<file path="src/verilog/nfcs_pkg.sv">
// Register map, field positions and timing of the NOR flash control and status block
`default_nettype none
package nfcs_pkg;
  localparam int ADDR_W = 5;
  localparam int DATA_W = 32;
  localparam int SECTOR_W = 22;
  localparam logic [4:0] OFS_CONTROL = 5'h00;
  localparam logic [4:0] OFS_STATUS = 5'h04;
  localparam logic [4:0] OFS_SECTOR = 5'h08;
  localparam logic [4:0] OFS_COMMAND = 5'h0C;
  localparam logic [4:0] OFS_WDATA = 5'h10;
  localparam int CTL_LOCK = 7;
  localparam int CTL_ARST = 1;
  localparam int CTL_CRST = 0;
  localparam int ST_WH = 11;
  localparam int ST_WL = 10;
  localparam int ST_ES = 9;
  localparam int ST_IRQ = 8;
  localparam int ST_DQ = 3;
  localparam int ST_DONE = 2;
  localparam int ST_CIDLE = 1;
  localparam int ST_AIDLE = 0;
  localparam logic [31:0] CONTROL_RESET = 32'h0000_0000;
  localparam logic [31:0] STATUS_RESET = 32'h0000_0000;
  localparam logic [31:0] SECTOR_RESET = 32'h0000_0000;
  localparam logic [1:0] RESP_OKAY = 2'h0;
  localparam logic [1:0] RESP_SLVERR = 2'h2;
  localparam int CLK_PERIOD_PS = 5000;
  localparam int ARST_MIN_NS = 500;
  localparam int ARST_CYCLES = (ARST_MIN_NS * 1000 + CLK_PERIOD_PS - 1) / CLK_PERIOD_PS;
  localparam logic [6:0] ARST_CYC = 7'(ARST_CYCLES);
  localparam logic [21:0] PROT_SEC0 = 22'h00_0000;
  localparam logic [21:0] PROT_SEC1 = 22'h00_0001;
  localparam logic [21:0] PROT_SEC2 = 22'h00_008C;
  localparam logic [21:0] PROT_SEC3 = 22'h00_008D;
  typedef enum logic [1:0] {
    OP_READ = 2'h0,
    OP_WRITE_HIGH = 2'h1,
    OP_WRITE_LOW = 2'h2,
    OP_ERASE = 2'h3
  } nfcs_op_e;
  function automatic logic nfcs_mapped(input logic [31:0] addr);
    return (addr[31:ADDR_W] == 27'h000_0000) && (addr[1:0] == 2'h0) &&
      (addr[4:0] <= OFS_WDATA);
  endfunction : nfcs_mapped
  function automatic logic [31:0] nfcs_merge(input logic [31:0] old, input logic [31:0] nw,
                                             input logic [3:0] strb);
    logic [31:0] res;
    res = old;
    for (int i = 0; i < 4; i++) begin
      if (strb[i]) begin
        res[8*i +: 8] = nw[8*i +: 8];
      end
    end
    return res;
  endfunction : nfcs_merge
endpackage : nfcs_pkg
`default_nettype wire

</file>
<file path="src/verilog/nfcs_reg_if.sv">
// Register access channel between the bus slave and the register file
`timescale 1ns/1ps
`default_nettype none
interface nfcs_reg_if;
  import nfcs_pkg::*;
  logic wr_en;
  logic [ADDR_W-1:0] wr_addr;
  logic [31:0] wr_data;
  logic [3:0] wr_strb;
  logic [ADDR_W-1:0] rd_addr;
  logic [31:0] rd_data;
  modport bus (output wr_en, output wr_addr, output wr_data, output wr_strb,
               output rd_addr, input rd_data);
  modport regs (input wr_en, input wr_addr, input wr_data, input wr_strb,
                input rd_addr, output rd_data);
endinterface : nfcs_reg_if
`default_nettype wire

</file>
<file path="src/verilog/nfcs_top.sv">
// NOR flash controller: control, status and sector registers with operation sequencing
//
// Contract
// - With program_lock clear, program and erase on guarded sectors may proceed.
// - program_lock is control bit 7, resets 0; when set, boot-sector program/erase refused.
// - Writing 1 to flash_array_reset pulses the array reset for at least 500ns.
// - flash_array_reset clears itself when the array reset has finished.
// - Writing 1 to ctrl_only_reset resets only the controller, not the array.
// - write_high_word_accepted sets on handshake fall in high-word write; clears on erase start.
// - write_low_word_accepted sets on handshake fall in low-word write; clears on write start.
// - erase_accepted sets on handshake fall during erase; clears on next erase start.
// - irq_flag reads 1 once the controller has raised an interrupt.
// - Status bits 7 to 3 mirror flash data lines 7, 6, 5, 3, 2.
// - op_done reads 1 when a controller operation has completed.
// - flash_ctrl_idle reads 1 while controller idle, 0 while busy.
// - nor_array_idle reads 1 while flash array idle, 0 while busy.
// - Software loads sector_select before an operation; controller applies it.
//
// The AXI4-Lite slave port was left to the implementer.
`timescale 1ns/1ps
`default_nettype none
module nfcs_top
  import nfcs_pkg::*;
(
  input wire logic mclk,
  input wire logic reset,
  input wire logic [31:0] s_axi_awaddr,
  input wire logic s_axi_awvalid,
  output logic s_axi_awready,
  input wire logic [31:0] s_axi_wdata,
  input wire logic [3:0] s_axi_wstrb,
  input wire logic s_axi_wvalid,
  output logic s_axi_wready,
  output logic [1:0] s_axi_bresp,
  output logic s_axi_bvalid,
  input wire logic s_axi_bready,
  input wire logic [31:0] s_axi_araddr,
  input wire logic s_axi_arvalid,
  output logic s_axi_arready,
  output logic [31:0] s_axi_rdata,
  output logic [1:0] s_axi_rresp,
  output logic s_axi_rvalid,
  input wire logic s_axi_rready,
  output logic nor_reset_n,
  output logic nor_op_req,
  output logic [1:0] nor_op_cmd,
  output logic [SECTOR_W-1:0] nor_sector,
  output logic [31:0] nor_wdata,
  input wire logic flash_busy_handshake_n,
  input wire logic nor_array_ready,
  input wire logic [7:0] flash_dq
);
  typedef enum logic [1:0] {S_IDLE, S_REQ, S_BUSY} nfcs_state_e;

  nfcs_reg_if rif ();

  nfcs_axil_slave u_slave (
    .mclk(mclk),
    .reset(reset),
    .s_axi_awaddr(s_axi_awaddr),
    .s_axi_awvalid(s_axi_awvalid),
    .s_axi_awready(s_axi_awready),
    .s_axi_wdata(s_axi_wdata),
    .s_axi_wstrb(s_axi_wstrb),
    .s_axi_wvalid(s_axi_wvalid),
    .s_axi_wready(s_axi_wready),
    .s_axi_bresp(s_axi_bresp),
    .s_axi_bvalid(s_axi_bvalid),
    .s_axi_bready(s_axi_bready),
    .s_axi_araddr(s_axi_araddr),
    .s_axi_arvalid(s_axi_arvalid),
    .s_axi_arready(s_axi_arready),
    .s_axi_rdata(s_axi_rdata),
    .s_axi_rresp(s_axi_rresp),
    .s_axi_rvalid(s_axi_rvalid),
    .s_axi_rready(s_axi_rready),
    .rif(rif)
  );

  //////////////////////////////////////////////////////////////////////////////
  // Pin synchronisers
  logic busy_n_m;
  logic busy_n_s;
  logic busy_n_d;
  logic ready_m;
  logic ready_s;
  logic [7:0] dq_m;
  logic [7:0] dq_s;
  logic busy_fall;

  always_ff @(posedge mclk or posedge reset) begin
    if (reset) begin
      busy_n_m <= 1'b1;
      busy_n_s <= 1'b1;
      busy_n_d <= 1'b1;
      ready_m <= 1'b0;
      ready_s <= 1'b0;
      dq_m <= '0;
      dq_s <= '0;
    end else begin
      busy_n_m <= flash_busy_handshake_n;
      busy_n_s <= busy_n_m;
      busy_n_d <= busy_n_s;
      ready_m <= nor_array_ready;
      ready_s <= ready_m;
      dq_m <= flash_dq;
      dq_s <= dq_m;
    end
  end

  // Edge taken after the synchroniser; a fall shorter than one clock may be missed
  assign busy_fall = busy_n_d && !busy_n_s;

  //////////////////////////////////////////////////////////////////////////////
  // Register writes
  logic wr_control;
  logic wr_command;
  logic program_lock;
  logic [SECTOR_W-1:0] sector_select;
  logic [31:0] write_word;
  logic ctl_rst;
  logic arst_req;
  logic [6:0] arst_cnt;

  assign wr_control = rif.wr_en && rif.wr_addr == OFS_CONTROL && rif.wr_strb[0];
  assign wr_command = rif.wr_en && rif.wr_addr == OFS_COMMAND && rif.wr_strb[0];
  assign ctl_rst = wr_control && rif.wr_data[CTL_CRST];
  assign arst_req = wr_control && rif.wr_data[CTL_ARST];

  always_ff @(posedge mclk or posedge reset) begin
    if (reset) begin
      program_lock <= CONTROL_RESET[CTL_LOCK];
    end else if (wr_control) begin
      program_lock <= rif.wr_data[CTL_LOCK];
    end
  end

  // Status offset has no write path, so software writes to it fall through
  logic [31:0] sector_merged;
  assign sector_merged = nfcs_merge(32'(sector_select), rif.wr_data, rif.wr_strb);

  always_ff @(posedge mclk or posedge reset) begin
    if (reset) begin
      sector_select <= SECTOR_RESET[SECTOR_W-1:0];
    end else if (rif.wr_en && rif.wr_addr == OFS_SECTOR) begin
      sector_select <= sector_merged[SECTOR_W-1:0];
    end
  end

  always_ff @(posedge mclk or posedge reset) begin
    if (reset) begin
      write_word <= '0;
    end else if (rif.wr_en && rif.wr_addr == OFS_WDATA) begin
      write_word <= nfcs_merge(write_word, rif.wr_data, rif.wr_strb);
    end
  end

  //////////////////////////////////////////////////////////////////////////////
  // Array reset timer; the controller reset does not touch it
  always_ff @(posedge mclk or posedge reset) begin
    if (reset) begin
      nor_reset_n <= 1'b1;
      arst_cnt <= '0;
    end else if (nor_reset_n) begin
      if (arst_req) begin
        nor_reset_n <= 1'b0;
        arst_cnt <= ARST_CYC - 7'h01;
      end
    end else if (arst_cnt == 7'h00) begin
      nor_reset_n <= 1'b1;
    end else begin
      arst_cnt <= arst_cnt - 7'h01;
    end
  end

  //////////////////////////////////////////////////////////////////////////////
  // Operation sequencer
  nfcs_state_e state;
  nfcs_op_e cmd_op;
  nfcs_op_e cur_op;
  logic start_try;
  logic is_prog;
  logic prot_hit;
  logic refused;
  logic start_ok;
  logic finish;

  assign cmd_op = nfcs_op_e'(rif.wr_data[1:0]);
  assign start_try = wr_command && state == S_IDLE && nor_reset_n && !ctl_rst;
  assign is_prog = cmd_op != OP_READ;
  assign prot_hit = sector_select == PROT_SEC0 || sector_select == PROT_SEC1 ||
                    sector_select == PROT_SEC2 || sector_select == PROT_SEC3;
  assign refused = start_try && is_prog && program_lock && prot_hit;
  assign start_ok = start_try && !refused;
  assign finish = state == S_BUSY && busy_n_s;
  assign nor_op_req = state == S_REQ;

  always_ff @(posedge mclk or posedge reset) begin
    if (reset) begin
      state <= S_IDLE;
    end else if (ctl_rst) begin
      state <= S_IDLE;
    end else begin
      unique case (state)
        S_IDLE: begin
          if (start_ok) begin
            state <= S_REQ;
          end
        end
        S_REQ: begin
          if (busy_fall) begin
            state <= S_BUSY;
          end
        end
        S_BUSY: begin
          if (busy_n_s) begin
            state <= S_IDLE;
          end
        end
      endcase
    end
  end

  // Operation fields are frozen at start so later register writes cannot disturb the flash
  always_ff @(posedge mclk or posedge reset) begin
    if (reset) begin
      cur_op <= OP_READ;
      nor_op_cmd <= 2'h0;
      nor_sector <= '0;
      nor_wdata <= '0;
    end else if (start_ok) begin
      cur_op <= cmd_op;
      nor_op_cmd <= rif.wr_data[1:0];
      nor_sector <= sector_select;
      nor_wdata <= write_word;
    end
  end

  //////////////////////////////////////////////////////////////////////////////
  // Status flags; the set is written last so it beats a same-cycle clear, except that a controller reset beats completion for irq_flag and op_done
  logic flag_wh;
  logic flag_wl;
  logic flag_es;
  logic irq_flag;
  logic op_done;
  logic accept;

  assign accept = state == S_REQ && busy_fall;

  always_ff @(posedge mclk or posedge reset) begin
    if (reset) begin
      flag_wh <= STATUS_RESET[ST_WH];
      flag_wl <= STATUS_RESET[ST_WL];
      flag_es <= STATUS_RESET[ST_ES];
    end else begin
      if (start_ok && cmd_op == OP_ERASE) begin
        flag_wh <= 1'b0;
        flag_es <= 1'b0;
      end
      if (start_ok && (cmd_op == OP_WRITE_HIGH || cmd_op == OP_WRITE_LOW)) begin
        flag_wl <= 1'b0;
      end
      if (accept && cur_op == OP_WRITE_HIGH) begin
        flag_wh <= 1'b1;
      end
      if (accept && cur_op == OP_WRITE_LOW) begin
        flag_wl <= 1'b1;
      end
      if (accept && cur_op == OP_ERASE) begin
        flag_es <= 1'b1;
      end
    end
  end

  // A refused start raises the interrupt flag too, so software sees the refusal
  always_ff @(posedge mclk or posedge reset) begin
    if (reset) begin
      irq_flag <= STATUS_RESET[ST_IRQ];
      op_done <= STATUS_RESET[ST_DONE];
    end else begin
      if (start_ok || ctl_rst) begin
        irq_flag <= 1'b0;
        op_done <= 1'b0;
      end
      if (finish && !ctl_rst) begin
        irq_flag <= 1'b1;
        op_done <= 1'b1;
      end
      if (refused) begin
        irq_flag <= 1'b1;
      end
    end
  end

  //////////////////////////////////////////////////////////////////////////////
  // Read mux
  logic [31:0] status_word;
  logic [31:0] control_word;

  always_comb begin
    status_word = 32'h0000_0000;
    status_word[ST_WH] = flag_wh;
    status_word[ST_WL] = flag_wl;
    status_word[ST_ES] = flag_es;
    status_word[ST_IRQ] = irq_flag;
    status_word[ST_DQ +: 5] = {dq_s[7], dq_s[6], dq_s[5], dq_s[3], dq_s[2]};
    status_word[ST_DONE] = op_done;
    status_word[ST_CIDLE] = state == S_IDLE;
    status_word[ST_AIDLE] = ready_s;
  end

  always_comb begin
    control_word = 32'h0000_0000;
    control_word[CTL_LOCK] = program_lock;
    control_word[CTL_ARST] = !nor_reset_n;
  end

  always_comb begin
    unique case (rif.rd_addr)
      OFS_CONTROL: rif.rd_data = control_word;
      OFS_STATUS: rif.rd_data = status_word;
      OFS_SECTOR: rif.rd_data = 32'(sector_select);
      OFS_WDATA: rif.rd_data = write_word;
      default: rif.rd_data = 32'h0000_0000;
    endcase
  end

  //////////////////////////////////////////////////////////////////////////////
  // Checks
  logic [7:0] low_len;

  always_ff @(posedge mclk or posedge reset) begin
    if (reset) begin
      low_len <= '0;
    end else if (nor_reset_n) begin
      low_len <= '0;
    end else begin
      low_len <= low_len + 8'h01;
    end
  end
endmodule : nfcs_top
`default_nettype wire

</file>
<file path="src/verilog/nfcs_axil_slave.sv">
// AXI4-Lite slave that turns bus transfers into register strobes
`timescale 1ns/1ps
`default_nettype none
module nfcs_axil_slave
  import nfcs_pkg::*;
(
  input wire logic mclk,
  input wire logic reset,
  input wire logic [31:0] s_axi_awaddr,
  input wire logic s_axi_awvalid,
  output logic s_axi_awready,
  input wire logic [31:0] s_axi_wdata,
  input wire logic [3:0] s_axi_wstrb,
  input wire logic s_axi_wvalid,
  output logic s_axi_wready,
  output logic [1:0] s_axi_bresp,
  output logic s_axi_bvalid,
  input wire logic s_axi_bready,
  input wire logic [31:0] s_axi_araddr,
  input wire logic s_axi_arvalid,
  output logic s_axi_arready,
  output logic [31:0] s_axi_rdata,
  output logic [1:0] s_axi_rresp,
  output logic s_axi_rvalid,
  input wire logic s_axi_rready,
  nfcs_reg_if.bus rif
);
  logic aw_got;
  logic w_got;
  logic aw_ok;
  logic [ADDR_W-1:0] aw_addr;
  logic [31:0] w_data;
  logic [3:0] w_strb;
  logic wr_fire;

  // Address and data may arrive in either order; each is parked until both are held
  assign s_axi_awready = !aw_got && !s_axi_bvalid;
  assign s_axi_wready = !w_got && !s_axi_bvalid;
  assign wr_fire = aw_got && w_got;
  assign rif.wr_en = wr_fire && aw_ok;
  assign rif.wr_addr = aw_addr;
  assign rif.wr_data = w_data;
  assign rif.wr_strb = w_strb;
  assign rif.rd_addr = s_axi_araddr[ADDR_W-1:0];
  assign s_axi_arready = !s_axi_rvalid;

  always_ff @(posedge mclk or posedge reset) begin
    if (reset) begin
      aw_got <= 1'b0;
      aw_ok <= 1'b0;
      aw_addr <= '0;
    end else if (s_axi_awvalid && s_axi_awready) begin
      aw_got <= 1'b1;
      aw_ok <= nfcs_mapped(s_axi_awaddr);
      aw_addr <= s_axi_awaddr[ADDR_W-1:0];
    end else if (wr_fire) begin
      aw_got <= 1'b0;
    end
  end

  always_ff @(posedge mclk or posedge reset) begin
    if (reset) begin
      w_got <= 1'b0;
      w_data <= '0;
      w_strb <= '0;
    end else if (s_axi_wvalid && s_axi_wready) begin
      w_got <= 1'b1;
      w_data <= s_axi_wdata;
      w_strb <= s_axi_wstrb;
    end else if (wr_fire) begin
      w_got <= 1'b0;
    end
  end

  always_ff @(posedge mclk or posedge reset) begin
    if (reset) begin
      s_axi_bvalid <= 1'b0;
      s_axi_bresp <= RESP_OKAY;
    end else if (wr_fire) begin
      s_axi_bvalid <= 1'b1;
      s_axi_bresp <= aw_ok ? RESP_OKAY : RESP_SLVERR;
    end else if (s_axi_bready) begin
      s_axi_bvalid <= 1'b0;
    end
  end

  // Read data are captured straight from the register mux, so reads have no side effects
  always_ff @(posedge mclk or posedge reset) begin
    if (reset) begin
      s_axi_rvalid <= 1'b0;
      s_axi_rdata <= '0;
      s_axi_rresp <= RESP_OKAY;
    end else if (s_axi_arvalid && s_axi_arready) begin
      s_axi_rvalid <= 1'b1;
      s_axi_rdata <= nfcs_mapped(s_axi_araddr) ? rif.rd_data : 32'h0000_0000;
      s_axi_rresp <= nfcs_mapped(s_axi_araddr) ? RESP_OKAY : RESP_SLVERR;
    end else if (s_axi_rready) begin
      s_axi_rvalid <= 1'b0;
    end
  end
endmodule : nfcs_axil_slave
`default_nettype wire

</file>
<file path="config.mk">
export PLATFORM = sky130hd
export DESIGN_NAME = nfcs_top
export DESIGN_NICKNAME = d
export VERILOG_FILES = /design/src/verilog/nfcs_pkg.sv /design/src/verilog/nfcs_reg_if.sv /design/src/verilog/nfcs_top.sv /design/src/verilog/nfcs_axil_slave.sv
export SDC_FILE = /design/constraint.sdc
export NUM_CORES = 1
export LEC_CHECK = 0
export ABC_AREA = 1
export BUFFER_PORTS_ARGS = -buffer_cell sky130_fd_sc_hd__buf_2
export CORE_MARGIN = 2
export CORE_UTILIZATION = 55
export DETAILED_ROUTE_END_ITERATION = 16
export PLACE_DENSITY = 0.91
export SYNTH_ARGS = -nofsm -noshare
export SYNTH_HDL_FRONTEND = slang
export SYNTH_HIERARCHICAL = 1
export SYNTH_SLANG_ARGS = --single-unit
export TNS_END_PERCENT = 50
</file>
<file path="constraint.sdc">
create_clock -name mclk -period 5.6 [get_ports mclk]
set_input_delay 0.28 -clock mclk [delete_from_list [all_inputs] [get_ports mclk]]
set_output_delay 0.28 -clock mclk [all_outputs]
set_load 0.01 [all_outputs]
</file>
==> results of run 1 <==
[flip-flops by register name, summed over array words and instances, names as in the netlist, 2 cells and up]
signal / cells
arst_cnt: 7
cur_op: 2
dq_m: 5
dq_s: 5
nor_sector: 22
nor_wdata: 32
sector_select: 22
state: 2
u_slave/rif.wr_addr: 5
u_slave/rif.wr_data: 32
u_slave/rif.wr_strb: 4
u_slave/s_axi_rdata: 32
write_word: 32
[path summary, 6_finish.rpt]
| check | start | to | slack, ns | cells past startpoint |
|---|---|---|---|---|
| min in group asynchronous | reset | dq_m[6]$_DFF_PP0_ | 0.45 | 3 |
| worst min register to register | ready_m$_DFF_PP0_ | ready_s$_DFF_PP0_ | 0.35 | 0 |
| worst max register to register | u_slave/rif.wr_data[0]$_DFFE_PP0P_ | nor_sector[17]$_DFFE_PP0P_ | 2.87 | 7 |
| worst min-delay path | s_axi_wdata[6] | u_slave/rif.wr_data[6]$_DFFE_PP0P_ | 0.009 | 2 |
| max in group asynchronous | reset | write_word[21]$_DFFE_PP0P_ | 3.78 | 4 |
| worst max-delay path | u_slave/rif.wr_data[0]$_DFFE_PP0P_ | nor_sector[17]$_DFFE_PP0P_ | 2.87 | 7 |
[layout by cell type, fill, tap and decap left out, drive strengths merged, types with 2 or more instances in the layout]
cell type	count
o211ai	3
o221ai	7
ha	8
nor2	128
inv	149
clkbuf	28
nand3	63
clkinv	8
diode	2
dlygate4sd3	14
conb	2
o21ai	104
clkinvlp	2
nand2	252
a21oi	21
dfrtp	217
nand4	6
o22ai	12
mux2	36
dfstp	4
bufinv	4
nor3	5
o2111ai	2
buf	217
[worst register-to-register path: stages, from the launching register on]
cell and delay (ns):
dfrtp_1 0.44, inv_1 0.11, ha_1 0.22, nor2_1 0.09
nand3_1 0.15, o31ai_4 0.26, buf_4 0.90, o21ai_0 0.35
[routing by layer]
metal	global-route usage (%)	up-vias	part of all wire [%]
met1	32.6	3878	41
met2	43.2	311	48
met3	6.76	61	8.2
met4	7.43	2	2.8
met5	0	-	0.049
li1	-	3819	-
[cell type report]
type	instances	area [µm²]	area share, %
inverter	152	577	4.84
clock buffer	28	624	5.23
sequential	221	5540	46.4
tap	225	282	2.36
multi-input combinational	658	3500	29.4
antenna	2	5.00	0.0420
timing repair buffer	231	1240	10.4
clock inverter	11	160	1.34
[what timing repair did]
item / in CTS / in global routing
endpoints found under the hold margin: 85 / 0
endpoints found under the setup margin: 0 / 0
hold buffers: 14 / 0
[power groups by stage]
stage	clock network, mW	logic [mW]	registers [mW]
after floorplan	0	0.471	1.90
after global placement	0	0.579	1.92
after detailed placement	0	0.605	1.93
after CTS	1.61	0.617	1.91
after global routing	1.68	0.680	1.93
final	1.59	0.612	1.91
[metrics by stage]
step	hold WS, ns	util [%]	power [mW]	cells	setup slack, ns
after CTS	0.00106	68.5	4.13	1526	2.93
after floorplan	0.284	-	2.37	1076	1.55
after global routing	0.00118	68.5	4.28	1527	2.70
after global placement	0.334	63.1	2.50	1473	3.15
after detailed placement	0.335	63.1	2.54	1473	3.05
final	0.00879	68.5	4.11	1528	2.87
[cells by family after synthesis]
family,share of synthesized area [%]
AND/OR/NAND/NOR,19.6
flip-flops,56.1
buffers and inverters,8.57
AO/OA/AOI/OAI,9.31
multiplexers,5.21
adder cells (fa/ha/maj),1.01
XOR/XNOR,0.177
other,0.0380
==> flow_summary.json, run 1 <==
{
  "seqPwrFrac_pct": 46.4,
  "cap_violations": 0,
  "cp_slowest_cell": "buf_4",
  "routabilityCongestion": 0.805,
  "placedInstanceArea_um2": 11000,
  "path_max_fanout": 98,
  "die_height_um": 138,
  "fin_crit_sh_pct": 48.7,
  "outcome": "completed",
  "synth_top_area_share_pct": 55.0,
  "tightest_slew_ns": 1.17,
  "crit_family": "buffers and inverters",
  "start_util_pct": 56.7,
  "synth-seq-cells": 221,
  "rsz0062_at_grt": "no",
  "p_sw_mw": 1.05,
  "nNetsFinal": 1412,
  "power_leakage_nw": 6.18,
  "synth_area_um2": 9870,
  "cts_tree": "yes",
  "synthTopCellsByCount": "230 x nand2_1, 217 x dfrtp_1, 143 x inv_1",
  "clock.fmax_ghz": 0.366,
  "synth_most_common_cell": "nand2_1",
  "drt-pass1-iter-count": 5,
  "worstPathBufferInverterCount": 2,
  "die_area_um2": 19000,
  "setup_tns_ns": 0,
  "cts-root-buf": "clkbuf_16",
  "crit_chain": "inv_1 -> ha_1 -> nor2_1 -> nand3_1 -> o31ai_4 -> buf_4 -> o21ai_0",
  "synth_cell_types": 44,
  "setup_viol": 0,
  "synth_area_leaders": "dfrtp_1 55%, nand2_1 8.7%, inv_1 5.4%",
  "vdd_ir_drop_max_uv": 363,
  "finClkSkew_ns": 0.0137,
  "ys_seq_area_share_pct": 56.1,
  "ios": 216,
  "period_minus_slack_ns": 2.73,
  "antenna_found_initial": 3,
  "pwr-share-clk_pct": 38.7,
  "wl_per_cell_um": 15.9,
  "max-slew-margin-rel_pct": 21.7,
  "required_ns": 5.89,
  "clk_transition_reported_paths_ns": 0.06,
  "chipWidth_um": 138,
  "cts_resized": 0,
  "pwr-share-comb_pct": 14.9,
  "crit_path_max_incr_delay_ns": 0.90,
  "powerDensity_nw_per_um2": 345,
  "cts_sinks": 221,
  "grt_pass1_wl_mm": 38.3,
  "swShare_pct": 25.5,
  "power.internal_mw": 3.06,
  "dp_hpwl_mm": 16.5,
  "synth_top_area_cell": "dfrtp_1",
  "coreArea_um2": 17400,
  "crit_path_end_kind": "flip-flop",
  "crit_path_start_kind": "flip-flop",
  "drtAntennaViolNets": 0,
  "wl_mm": 24.3,
  "post-route-drc-count": 0,
  "cts_buffers": 23,
  "drive_above_1_share_pct": 27.3,
  "worst-setup-path-type": "reg -> reg",
  "fillCellCount": 1311,
  "grt_max_degree": 99,
  "num_vias": 8071,
  "clockBufferDepth": 3,
  "drt_iter0_markers": 631,
  "post_cts_buffers": 0,
  "hold_path.class": "in -> reg",
  "io_buffers": 210,
  "synth.avg_cell_area_um2": 9.18,
  "synth_ff_type": "dfrtp_1",
  "drt-vias-per-instance": 5.28,
  "finalInstanceArea_um2": 11900,
  "synth_warnings": 6,
  "grt_overflow": 0,
  "areaGrowthSynthToFinish_pct": 20.8,
  "grt_pass1_vias": 7868,
  "htree_num_levels": 1,
  "rows": 48,
  "gr-usage-all-layers_pct": 25.6,
  "synth-async-reset-ratio_pct": 100,
  "hold_viol": 0,
  "synth_cells": 1075,
  "cp.arrival_ns": 3.02,
  "clk_latency_ns": 0.50,
  "slew_viol_final": 0,
  "synth_edf_count": 0
}
(Power assumes the default switching activity.)
==> run 2, diff against run 1 <==
==> constraint.sdc (replaced) <==
create_clock -name mclk -period 2.6 [get_ports mclk]
set_input_delay 0.13 -clock mclk [delete_from_list [all_inputs] [get_ports mclk]]
set_output_delay 0.13 -clock mclk [all_outputs]
set_load 0.01 [all_outputs]
==> run 2 against run 1 <==
  * Global-route usage rose by 0.96 points
  * Critical endpoint is now u_slave/aw_ok$_DFFE_PP0P_
  * Via count is 3.0% higher
  * Final cell count up 3.6%
  * Setup slack got worse by 2.7 ns
  * Sequential cell count unchanged
  * Sequential share of layout area fell by 2.1 points
  * Critical path type is now in -> reg
==> flow_summary.json, run 2 (synthesis gave the netlist of run 1 again) <==
{
  "rsz0062_at_grt": "no",
  "cts-root-buf": "clkbuf_16",
  "wl_mm": 25.0,
  "r2r-end": "nor_sector[17]$_DFFE_PP0P_",
  "holdPathStages": 4,
  "swShare_pct": 25.4,
  "crit_path_start_kind": "primary input",
  "fillCellCount": 1234,
  "areaGrowthSynthToFinish_pct": 26.6,
  "dp_hpwl_mm": 16.6,
  "powerDensity_nw_per_um2": 718,
  "io_buffers": 210,
  "layout_common_cells": "229 x nand2_1, 217 x dfrtp_1, 210 x buf_2",
  "crit_path_max_incr_delay_ns": 0.58,
  "period_minus_slack_ns": 2.44,
  "hold_path.class": "in -> reg",
  "clk_latency_ns": 0.52,
  "drt-pass1-iter-count": 6,
  "grt_max_degree": 142,
  "r2r_start": "u_slave/rif.wr_data[1]$_DFFE_PP0P_",
  "power_leakage_nw": 6.44,
  "min_to": "u_slave/rif.wr_addr[1]$_DFFE_PP0P_",
  "highest_layer": "met5",
  "cts_buffers": 23,
  "clock.fmax_ghz": 0.410,
  "htree_num_levels": 1,
  "antenna_found_initial": 1,
  "crit_chain": "dlygate4sd3_1 -> buf_2 -> nor2_1 -> dlygate4sd3_1 -> nand3_1 -> dlygate4sd3_1 -> nor2_1 -> dlygate4sd3_1 -> nand3_1 -> nand2_1",
  "power.internal_mw": 6.69,
  "cp.arrival_ns": 2.89,
  "routabilityCongestion": 0.813,
  "num_vias": 8313,
  "mostFrequentLayoutCell": "nand2_1",
  "setup_viol": 0,
  "clk_transition_reported_paths_ns": 0.06,
  "setup_tns_ns": 0,
  "met1Wirelength_mm": 9.86,
  "rrSetupSlack_ns": 0.23,
  "path_max_fanout": 1,
  "grt_pass1_vias": 8394,
  "hp-start": "s_axi_awvalid",
  "max-slew-margin-rel_pct": 49.1,
  "seqPwrFrac_pct": 45.7,
  "rows": 48,
  "coreArea_um2": 17400,
  "post-route-drc-count": 0,
  "crit_path_end_kind": "flip-flop",
  "total_power_mw": 8.97,
  "pwr-share-comb_pct": 15.5,
  "drtAntennaViolNets": 0,
  "die_area_um2": 19000,
  "grt_overflow": 0,
  "drive_above_1_share_pct": 26.9,
  "wl_met2_mm": 12.2,
  "utilization_pct": 71.8,
  "crit_family": "buffers and inverters",
  "vdd_ir_drop_max_uv": 757,
  "chipWidth_um": 138,
  "gr-usage-all-layers_pct": 26.5,
  "cp_slowest_cell": "dlygate4sd3_1",
  "cap_violations": 0,
  "rr_worst_depth": 7,
  "clockBufferDepth": 3,
  "cpMostUsedCell": "dlygate4sd3_1",
  "cts_sinks": 221,
  "ios": 216,
  "p_sw_mw": 2.28,
  "die_height_um": 138,
  "detailroute.wirelength.met3_mm": 2.08,
  "finClkSkew_ns": 0.0139,
  "fin_crit_sh_pct": 93.8,
  "drt_iter0_markers": 635,
  "slew_viol_final": 0,
  "tightest_slew_ns": 0.763,
  "grt_pass1_wl_mm": 40.0,
  "n_antenna_cell": 0,
  "outcome": "completed",
  "pwr-share-clk_pct": 38.8,
  "required_ns": 3.05,
  "nNetsFinal": 1466,
  "worst-setup-path-type": "in -> reg",
  "drt-vias-per-instance": 5.25,
  "start_util_pct": 56.7,
  "wl_per_cell_um": 15.8,
  "hold_viol": 0,
  "post_cts_buffers": 0,
  "cts_tree": "yes",
  "worstPathBufferInverterCount": 5
}
## run 2: final cells by class
cell class	count	area (µm²)	area share, %
inverter	152	576	4.60
clock inverter	11	161	1.29
tap	225	282	2.25
timing repair buffer	285	1800	14.4
clock buffer	31	646	5.17
sequential	221	5540	44.3
multi-input combinational	658	3500	28.0
## run 2: power groups by stage
| stage | logic (mW) | registers, mW | clock network [mW] |
|---|---|---|---|
| 2_1_floorplan | 1.01 | 4.08 | 0 |
| 3_3_place_gp | 1.27 | 4.13 | 0 |
| 3_5_place_dp | 1.32 | 4.15 | 0 |
| 4_1_cts | 1.40 | 4.09 | 3.53 |
| 5_1_grt | 1.54 | 4.15 | 3.67 |
| 6_report | 1.39 | 4.10 | 3.48 |
## run 2: per-layer routing
| layer | track usage (%) | up-vias |
|---|---|---|
| met5 | 0 | - |
| met4 | 9.52 | 2 |
| met3 | 5.85 | 81 |
| met2 | 45.2 | 388 |
| met1 | 33.4 | 3919 |
| li1 | - | 3923 |
## run 2: worst max path at each step
stage | depth (start not counted) | startpoint | to | slack, ns
3_5_place_dp | 7 | u_slave/rif.wr_data[0]$_DFFE_PP0P_ | nor_sector[14]$_DFFE_PP0P_ | 0.39
6_report | 10 | s_axi_awaddr[27] | u_slave/aw_ok$_DFFE_PP0P_ | 0.16
2_1_floorplan | 1 | reset | u_slave/aw_got$_DFFE_PP0P_ | 0.42
3_3_place_gp | 7 | u_slave/rif.wr_data[0]$_DFFE_PP0P_ | nor_sector[9]$_DFFE_PP0P_ | 0.49
4_1_cts | 7 | u_slave/rif.wr_data[0]$_DFFE_PP0P_ | nor_sector[17]$_DFFE_PP0P_ | 0.24
5_1_grt | 10 | s_axi_awaddr[9] | u_slave/aw_ok$_DFFE_PP0P_ | 0.07
## run 2: repair_timing
| action | 4_1_cts | 5_1_grt |
|---|---|---|
| resized for setup | 0 | 0 |
| setup endpoints to repair | 0 | 0 |
| hold endpoints to repair | 221 | 0 |
| hold buffers | 59 | 0 |
## run 2: worst register-to-register path: stages, from the launching register on
cell     delay, ns
dfrtp_1       0.42
inv_1         0.10
ha_1          0.19
nor2_1        0.09
nand3_1       0.15
o31ai_4       0.36
buf_4         0.66
o21ai_0       0.23
## run 2: through the flow
stage / hold slack, ns / instances / area [µm²] / worst slack, ns
2_1_floorplan: 0.134 / 1076 / 9880 / 0.418
3_3_place_gp: 0.239 / 1482 / 11100 / 0.492
3_5_place_dp: 0.237 / 1482 / 11100 / 0.391
4_1_cts: 0.0219 / 1583 / 12500 / 0.237
5_1_grt: 0.0511 / 1583 / 12500 / 0.0702
6_report: 0.0464 / 1583 / 12500 / 0.161
